$ cat config.mk
export PLATFORM = sky130hd
export DESIGN_NAME = strap_pin_function_select
export DESIGN_NICKNAME = d
export VERILOG_FILES = /design/src/hdl/strap_pkg.sv /design/src/hdl/pin_sync.sv /design/src/hdl/strap_pin_function_select.sv
export SDC_FILE = /design/constraint.sdc
export NUM_CORES = 1
export LEC_CHECK = 0
export ABC_CLOCK_PERIOD_IN_PS = 2830
export BUFFER_PORTS_ARGS = -buffer_cell sky130_fd_sc_hd__buf_2
export CAP_MARGIN = 20
export CORE_MARGIN = 3
export CORE_UTILIZATION = 35
export CTS_CLUSTER_DIAMETER = 150
export DETAILED_ROUTE_END_ITERATION = 10
export MAX_ROUTING_LAYER = met4
export PLACE_DENSITY = 0.49
export SYNTH_ARGS = -nofsm -noshare
export SYNTH_HDL_FRONTEND = slang
export SYNTH_SLANG_ARGS = --single-unit
$ cat constraint.sdc
create_clock -name i_mclk -period 2.83 [get_ports i_mclk]
set_clock_uncertainty 0.1 [all_clocks]
set_input_delay 0.283 -clock i_mclk [delete_from_list [all_inputs] [get_ports i_mclk]]
set_output_delay 0.283 -clock i_mclk [all_outputs]
set_load 0.05 [all_outputs]
$ cat src/hdl/strap_pkg.sv
// Constants for the strap and pin-function select block
package strap_pkg;
    // ----------------------------------------
    // Timing
    // ----------------------------------------
    localparam int unsigned CLK_FREQ_HZ = 250000000; // System clock rate
    localparam int unsigned LINK_START_MS = 80; // Latest link training start after reset
    localparam longint unsigned LINK_START_CYCLES_L =
        (longint'(CLK_FREQ_HZ) * LINK_START_MS) / 1000; // Round down
    localparam logic [31:0] LINK_START_CYCLES = LINK_START_CYCLES_L[31:0];
    localparam logic [31:0] LINK_START_DELAY = 32'h0000_0010; // Cycles before training start
    // ----------------------------------------
    // Clock frequency codes
    // ----------------------------------------
    localparam logic CLK_SEL_50MHZ = 1'b0; // Strap low selects 50 MHz
    localparam logic CLK_SEL_66MHZ = 1'b1; // Strap high selects 66 MHz
    // ----------------------------------------
    // Strap vector field positions
    // ----------------------------------------
    localparam int STRAP_SCL_PULLUP = 0;
    localparam int STRAP_CLK_SEL = 1;
    localparam int STRAP_IRQ_PULLUP = 2; // Pull-up sensed on serial interrupt pin
    localparam int STRAP_WIDTH = 3;
    localparam logic [2:0] STRAP_RESET = 3'h0; // Latched strap value during reset
    // ----------------------------------------
    // Sequencer states
    // ----------------------------------------
    typedef enum logic [2:0] {
        ST_RESET = 3'b001,
        ST_WAIT = 3'b010,
        ST_RUN = 3'b100
    } seq_state_type;
endpackage

$ cat src/hdl/pin_sync.sv
// Three-stage synchroniser with agreement filter for pin inputs
`timescale 1ns/1ns
module pin_sync
    import strap_pkg::*;
#(
    parameter int WIDTH = 1
)(
    input wire logic i_mclk,
    input wire logic i_srst,
    input wire logic [WIDTH-1:0] i_async,
    output logic [WIDTH-1:0] o_sync
);
    // ----------------------------------------
    // Synchroniser stages
    // ----------------------------------------
    logic [WIDTH-1:0] meta_reg; // First stage, read only by second
    logic [WIDTH-1:0] s2_reg; // Second stage
    logic [WIDTH-1:0] s3_reg; // Third stage
    logic [WIDTH-1:0] out_reg; // Filtered value
    wire [WIDTH-1:0] agree = ~(s2_reg ^ s3_reg); // Stages two and three agree

    // Shift and update on agreement
    always_ff @(posedge i_mclk)
    begin
        if (i_srst)
        begin
            meta_reg <= '0;
            s2_reg <= '0;
            s3_reg <= '0;
            out_reg <= '0;
        end
        else
        begin
            meta_reg <= i_async;
            s2_reg <= meta_reg;
            s3_reg <= s2_reg;
            out_reg <= (agree & s3_reg) | (~agree & out_reg);
        end
    end

    assign o_sync = out_reg;
endmodule

$ cat src/hdl/strap_pin_function_select.sv
// Strap sampling, shared-pin function select and reset sequencing
`timescale 1ns/1ns
module strap_pin_function_select
    import strap_pkg::*;
#(
    parameter logic [31:0] LINK_CYCLES = LINK_START_DELAY // Shortenable, max LINK_START_CYCLES
)(
    input wire logic i_mclk,
    input wire logic i_srst,
    input wire logic i_global_reset_in_n,
    input wire logic i_scl_pullup_sense,
    input wire logic i_pci_clock_freq_strap,
    input wire logic i_serial_interrupt_pin,
    input wire logic i_serial_bus_detect_bit,
    input wire logic [1:0] i_gpio_dir_in,
    output logic o_serial_data_sel,
    output logic o_serial_clock_sel,
    output logic o_general_io_line_three_sel,
    output logic o_general_io_line_four_sel,
    output logic [1:0] o_gpio_pullup_en,
    output logic o_pci_clock_outputs_66,
    output logic o_serial_interrupt_en,
    output logic o_secondary_bus_reset_out_n,
    output logic o_link_train_start,
    output logic o_logic_reset
);
    // ----------------------------------------
    // Input synchronisation
    // ----------------------------------------
    logic [3:0] pins_sync; // Synchronised reset and strap pins
    pin_sync #(
        .WIDTH(4)
    ) u_sync (
        .i_mclk(i_mclk),
        .i_srst(i_srst),
        .i_async({i_serial_interrupt_pin, i_pci_clock_freq_strap,
                  i_scl_pullup_sense, i_global_reset_in_n}),
        .o_sync(pins_sync)
    );
    wire glob_rst_n = pins_sync[0]; // Filtered global reset, active low
    wire [STRAP_WIDTH-1:0] strap_now = pins_sync[3:1]; // Current strap levels

    // ----------------------------------------
    // State and registers
    // ----------------------------------------
    seq_state_type state_reg; // Reset sequencer
    seq_state_type state_next;
    logic [STRAP_WIDTH-1:0] strap_reg; // Latched straps
    logic [31:0] cnt_reg; // Training start counter
    logic [31:0] cnt_next;
    // Output flops, one per top-level output
    logic data_sel_reg; // Data pin in serial role
    logic clock_sel_reg; // Clock pin in serial role
    logic line_three_reg; // Data pin in general I/O role
    logic line_four_reg; // Clock pin in general I/O role
    logic [1:0] pullup_reg; // Pull-up enables, bit 0 line three
    logic clk66_reg; // PCI clock outputs at 66 MHz when set; reset gives 50 MHz
    logic irq_en_reg; // Serial interrupt interface enabled
    logic bus_rst_n_reg; // Secondary bus reset, active low
    logic train_reg; // Link training start pulse
    logic lrst_reg; // Internal logic held in reset

    // ----------------------------------------
    // Decode
    // ----------------------------------------
    // Pull-up on in reset or when the pin is an input (dir 1 = output)
    function automatic logic pull_on(input logic rst, input logic dir_out);
        return rst | ~dir_out;
    endfunction

    // Global reset holds logic in reset; board reset also counts
    wire in_reset = i_srst | ~glob_rst_n;
    // Release edge seen: reset state with pin now high
    wire release_evt = (state_reg == ST_RESET) & glob_rst_n;
    // Serial bus role when pull-up sensed or software detect set
    wire serial_mode = strap_reg[STRAP_SCL_PULLUP] | i_serial_bus_detect_bit;
    // Per-pin pull-up enables, same decode for both pins
    wire [1:0] pullup_next = {pull_on(in_reset, i_gpio_dir_in[1]),
                              pull_on(in_reset, i_gpio_dir_in[0])};
    wire cnt_done = (cnt_reg >= LINK_CYCLES - 32'h1);

    // Sequencer next state
    always_comb
    begin
        state_next = state_reg;
        cnt_next = cnt_reg;
        case (state_reg)
            ST_RESET:
            begin
                cnt_next = 32'h0;
                if (glob_rst_n)
                    state_next = ST_WAIT;
            end
            ST_WAIT:
            begin
                cnt_next = cnt_reg + 32'h1;
                if (cnt_done)
                    state_next = ST_RUN;
            end
            ST_RUN:
            begin
                state_next = ST_RUN;
            end
            default:
            begin
                state_next = ST_RESET;
                cnt_next = 32'h0;
            end
        endcase
    end

    // ----------------------------------------
    // Sequencer and strap latch
    // ----------------------------------------
    // Global reset forces sequencer back to reset state
    always_ff @(posedge i_mclk)
    begin
        if (in_reset)
        begin
            state_reg <= ST_RESET;
            cnt_reg <= 32'h0;
            strap_reg <= STRAP_RESET;
        end
        else
        begin
            state_reg <= state_next;
            cnt_reg <= cnt_next;
            if (release_evt)
                strap_reg <= strap_now;
        end
    end

    // ----------------------------------------
    // Output registers
    // ----------------------------------------
    // Pin roles: serial pair or general I/O, each role from its own flop
    always_ff @(posedge i_mclk)
    begin
        if (i_srst)
        begin
            data_sel_reg <= 1'b0;
            clock_sel_reg <= 1'b0;
            line_three_reg <= 1'b1;
            line_four_reg <= 1'b1;
        end
        else
        begin
            data_sel_reg <= serial_mode;
            clock_sel_reg <= serial_mode;
            line_three_reg <= ~serial_mode;
            line_four_reg <= ~serial_mode;
        end
    end

    // Pull-up enables follow reset and pin direction
    always_ff @(posedge i_mclk)
    begin
        if (i_srst)
            pullup_reg <= 2'h3;
        else
            pullup_reg <= pullup_next;
    end

    // ----------------------------------------
    // Strap-derived settings
    // ----------------------------------------
    // Copies of the latched straps; they move only when the latch does
    always_ff @(posedge i_mclk)
    begin
        if (i_srst)
        begin
            clk66_reg <= CLK_SEL_50MHZ;
            irq_en_reg <= 1'b0;
        end
        else
        begin
            clk66_reg <= strap_reg[STRAP_CLK_SEL];
            irq_en_reg <= strap_reg[STRAP_IRQ_PULLUP];
        end
    end

    // ----------------------------------------
    // Reset and training outputs
    // ----------------------------------------
    // Bus reset and internal reset track the combined reset
    always_ff @(posedge i_mclk)
    begin
        if (i_srst)
        begin
            bus_rst_n_reg <= 1'b0;
            lrst_reg <= 1'b1;
        end
        else
        begin
            bus_rst_n_reg <= ~in_reset;
            lrst_reg <= in_reset;
        end
    end

    // One-cycle training start as the wait count expires
    always_ff @(posedge i_mclk)
    begin
        if (i_srst)
            train_reg <= 1'b0;
        else
            train_reg <= (state_reg == ST_WAIT) & cnt_done;
    end

    // ----------------------------------------
    // Output drive
    // ----------------------------------------
    assign o_serial_data_sel = data_sel_reg;
    assign o_serial_clock_sel = clock_sel_reg;
    assign o_general_io_line_three_sel = line_three_reg;
    assign o_general_io_line_four_sel = line_four_reg;
    assign o_gpio_pullup_en = pullup_reg;
    assign o_pci_clock_outputs_66 = clk66_reg;
    assign o_serial_interrupt_en = irq_en_reg;
    assign o_secondary_bus_reset_out_n = bus_rst_n_reg;
    assign o_link_train_start = train_reg;
    assign o_logic_reset = lrst_reg;
endmodule

Yosys cells after proc, flatten, opt, wreduce, memory -nomap -nowiden
Index checks and enable logic that the tools add are counted.
Operators by class
  div/mod/pow operators: 0
  reductions and logical operators: 1
  eq/ne operators: 5
  bitwise gates (word level): 17
  add/sub/neg operators: 1
  shift operators: 0
  multipliers: 0
  mux-type cells: 4
  $lt $le $gt $ge: 1
Operators by type and width (count)
  one-hot mux 32 bit (2 select lines): 1
  adder 32 x 1 -> 32 bit, second input constant: 1
  >= comparator 32 x 4 -> 1 bit, second input constant: 1
  one-hot mux 3 bit (3 select lines): 1
  bitwise AND 4 bit: 2
  inverter 4 bit: 2
  two-way mux 3 bit: 2
  inverter 1 bit: 5
  OR 1 bit: 4
  OR 4 bit: 1
  XOR 4 bit: 1
  equality test 3 x 1 -> 1 bit, second input constant: 1
  equality test 3 x 2 -> 1 bit, second input constant: 1
  equality test 3 bit, second input constant: 1
  bitwise AND 1 bit: 2
  != test 2 x 1 -> 1 bit, second input constant: 1
  != test 2 bit, second input constant: 1
  AND reduction 2 bit: 1
Word-level totals
  output and inout bits: 11
  memories: 0
  bits in latches: 0
  ROM bits: 0
  word-level logic and storage cells: 44
  bits of input ports: 9
  flip-flop bits (word level): 63
  RAM bits: 0

Logic depth before layout (Yosys ltp)
  depth after elaboration: 5
  mapped depth: 7
  depth with buffers taken out: 6

By module
A second synthesis with hierarchy kept.
Unflattened totals
  cell total of the unflattened synthesis: 320
  area total of the unflattened synthesis: 2840.2 um2
Modules (own cells, without submodules)
  strap_pin_function_select: sequential area each 940.9 um2, instances 1, area each 2353.5 um2, cells each 279
  pin_sync: sequential area each 320.3 um2, instances 1, area each 486.7 um2, cells each 41

Worst setup path after synthesis
OpenSTA, ideal clock, no wires.
  path kind: register to register
  start: register cnt_reg[0]
  end: register cnt_reg[30]
  arrival: 1.821 ns
  period minus slack after synthesis: 1.984 ns
  setup slack: 0.846 ns
  stages on the path, launching flop included: 7
  data required time: 2.667 ns
  buffers on the path: 0
  setup time: 0.063 ns
  path through: dfxtp_1 > ha_1 > nand4_1 > nor4_2 > nand4_1 > or4_1 > nand3_1
Between the ends
  longest elaborated chain between the ends: 2
Ends and longest elaborated chain
  from (decl): RTL line strap_pin_function_select.sv:49  | logic [31:0] cnt_reg;
  from (signal assigned): RTL line strap_pin_function_select.sv:127  | cnt_reg <= cnt_next;
  adder 32 x 1 -> 32 bit: RTL line strap_pin_function_select.sv:96  | cnt_next = cnt_reg + 32'h1;
  one-hot mux 32 bit (2 select lines): RTL line strap_pin_function_select.sv:87  | case (state_reg)
No other way between the ends.
A chain may end at the register's enable or synchronous reset.

Final worst setup path
Same ends and word-level chain as after synthesis.

==> flow_metrics.env <==
export IMPL_antennaDiodeCount=0
export IMPL_max_slew_worst_pin_slew_ns=0.927
export IMPL_relSlewSlack_pct=38.0
export IMPL_max_clock_freq_mhz=447
export IMPL_gp_congestion=0.846
export IMPL_multi_input_comb_area_mm2=0.00139
export IMPL_register_area_mm2=0.00126
export IMPL_final_hold_viol_count=0
export IMPL_syn_area_mm2=0.00276
export IMPL_drt_wirelength_per_cell_um=13.9
export IMPL_critPathKind="reg2reg"
export IMPL_root_buffer="clkbuf_8"
export IMPL_postRouteAntennaNets=0
export IMPL_critPathRequiredTime_ns=3.01
export IMPL_outcome="finished, final reports clean"
export IMPL_layout_cells_most_common="dfxtp_1"
export IMPL_setup_ws_ns=0.594
export IMPL_netSwitchingPower_uw=383
export IMPL_htree_levels=3
export IMPL_drt_iter0_markers=84
export IMPL_comb_power_share_pct=1.7
export IMPL_drcViolationCount=0
export IMPL_nFillCells=767
export IMPL_grt_pass1_wl_um=10700
export IMPL_ir_drop_mv=0.341
export IMPL_antenna_found_initial=0
export IMPL_pwr_share_seq_pct=47.8
export IMPL_yosysTopAreaCell="dfxtp_1"
export IMPL_ctsResizeCount=0
export IMPL_clkPwrFrac_pct=50.5
export IMPL_cts_hold_buf=2
export IMPL_grt_usage_pct=15.7
export IMPL_grt_overflow_total=0
export IMPL_die_y_um=94.7
export IMPL_first_pass_iters=4
export IMPL_p_int_uw=1490
export IMPL_path_max_fanout=6
export IMPL_cts_tree="built"
export IMPL_drt_wl_total_um=6290
export IMPL_num_io_pins=20
export IMPL_place_area_mm2=0.00293
export IMPL_die_area_mm2=0.00897
export IMPL_final_cell_area_mm2=0.00320
export IMPL_startpoint_type="register"
export IMPL_maxCapViolations=0
export IMPL_synth_cell_type_count=45
export IMPL_fin_crit_ns=2.24
export IMPL_viasPerCell=5.29
export IMPL_cts_sinks=63
export IMPL_synth_area_leaders="dfxtp_1, nand2_1, nor2_1, o21ai_0, a21oi_1"
export IMPL_rsz0062_at_grt="no"
export IMPL_clockBufferDepth=2
export IMPL_syn_avg_cell_area_um2=8.40
export IMPL_cts_buffers_inserted=9
export IMPL_tns_ns=0
export IMPL_final_cell_mix="dfxtp_1, nand2_1, nor2_1, o21ai_0, buf_2"
export IMPL_p_leak_uw=0.00118
export IMPL_utilization_pct=43.0
export IMPL_ys_seq_elements=63
export IMPL_final_layout_size_suffix_gt1_share_pct=13.9
export IMPL_slew_viol_final=0
export IMPL_synth_cells=328
export IMPL_port_buffer_count=19
export IMPL_cellPowerDensity_mw_per_mm2=587
export IMPL_core_mm2=0.00745
export IMPL_grt_pass1_vias=2165
export IMPL_setup_viol=0
export IMPL_grt_max_degree=23
export IMPL_synth_top_area_share_pct=45.8
export IMPL_ys_warn_count=0
export IMPL_fin_crit_sh_pct=79.0
export IMPL_post_cts_buffers=0
export IMPL_rows=31
export IMPL_end_kind="register"
export IMPL_clk_pin_slew_ns=0.08
export IMPL_synthesis_nets=338
export IMPL_total_power_uw=1880
export IMPL_pre_cts_ws_ns=0.590
export IMPL_switching_share_pct=20.4
export IMPL_hpwl_um=4420
export IMPL_fin_nets=357
export IMPL_areaGrowthSynthToFinish_pct=16.1
export IMPL_largest_reg_flops=32
export IMPL_start_util_pct=37.0
export IMPL_cp_arrival_ns=2.41
export IMPL_vias=2384
export IMPL_chipWidth_um=94.7
export IMPL_insertion_delay_ns=0.34
export IMPL_worstHoldPathType="in2reg"
export IMPL_seq_area_frac_synth_pct=45.8
-- metrics by stage --
stage / instances / hold WS (ns)
finish: 451 / 0.0482
global route: 451 / 0.0353
CTS: 451 / 0.0359
detailed placement: 433 / 0.327
global placement: 433 / 0.319
floorplan: 328 / 0.245
-- final cells by class --
class | instances | area share [%]
clock buffers | 9 | 3.87
multi-input cells | 240 | 43.4
well taps | 99 | 3.87
flip-flops and latches | 63 | 39.4
inverters | 7 | 0.821
clock inverters | 7 | 3.79
repair buffers | 26 | 4.77
-- synth_stat cells, drive strengths merged --
cell type  instances
a22oi              1
nor4              13
buf                4
clkbuf            14
o311ai             1
nand2             36
nor2b             14
dfxtp             63
or2                2
or3                4
or4                3
o41ai              2
nand4             13
nand3             15
nand4b             1
a21boi             1
nor2              36
a311oi             5
o211ai             1
and2               1
nand2b             3
or4b               1
inv                7
a22o               1
a41oi              1
nor3               5
o31a               1
o21ai             29
a211oi             2
mux2i              6
a211o              1
nor3b              3
o31ai              5
or3b               1
a31oi              7
and4               2
ha                 1
a21oi             18
and3               4
-- final timing paths --
check / slack, ns / to / start / cells after the start
worst max-delay path: 0.59 / cnt_reg[30] / cnt_reg[0] / 6
worst min-delay path: 0.05 / u_sync.meta_reg[1] / i_scl_pullup_sense / 2
worst max register to register: 0.59 / cnt_reg[30] / cnt_reg[0] / 6
worst min register to register: 0.33 / u_sync.s2_reg[3] / u_sync.meta_reg[3] / 1
-- power groups by stage --
stage	clock network (µW)	logic [µW]	registers, µW
final	948	32.4	898
after global routing	1020	35.4	898
after CTS	977	32.8	898
after detailed placement	0	30.6	918
after global placement	0	30.4	918
after floorplan	0	17.5	924
-- critical path, cell delays in order (launching register included) --
cell     delay [ns]
dfxtp_1        0.43
ha_1           0.25
nand4_1        0.24
nor4_2         0.47
nand4_1        0.16
or4_1          0.43
nand3_1        0.10
-- kinds of logic (layout without fill, tap and decap cells) --
logic type                 Yosys count  count (layout)  synth area share, %
buffers and inverters               25              49                 3.77
DFF                                 63              63                 45.8
and+or+nand+nor                    157             157                 31.2
adders and majority gates            1               1                0.454
AOI/OAI and AO/OA                   76              76                 16.7
muxes                                6               6                 2.18
-- layer usage --
metal  track usage, %  part of all wire (%)
met5                -                     0
met4             4.33                  0.94
met3             4.78                   3.7
met2             24.0                    46
met1             20.1                    50
(Power assumes the default switching activity.)
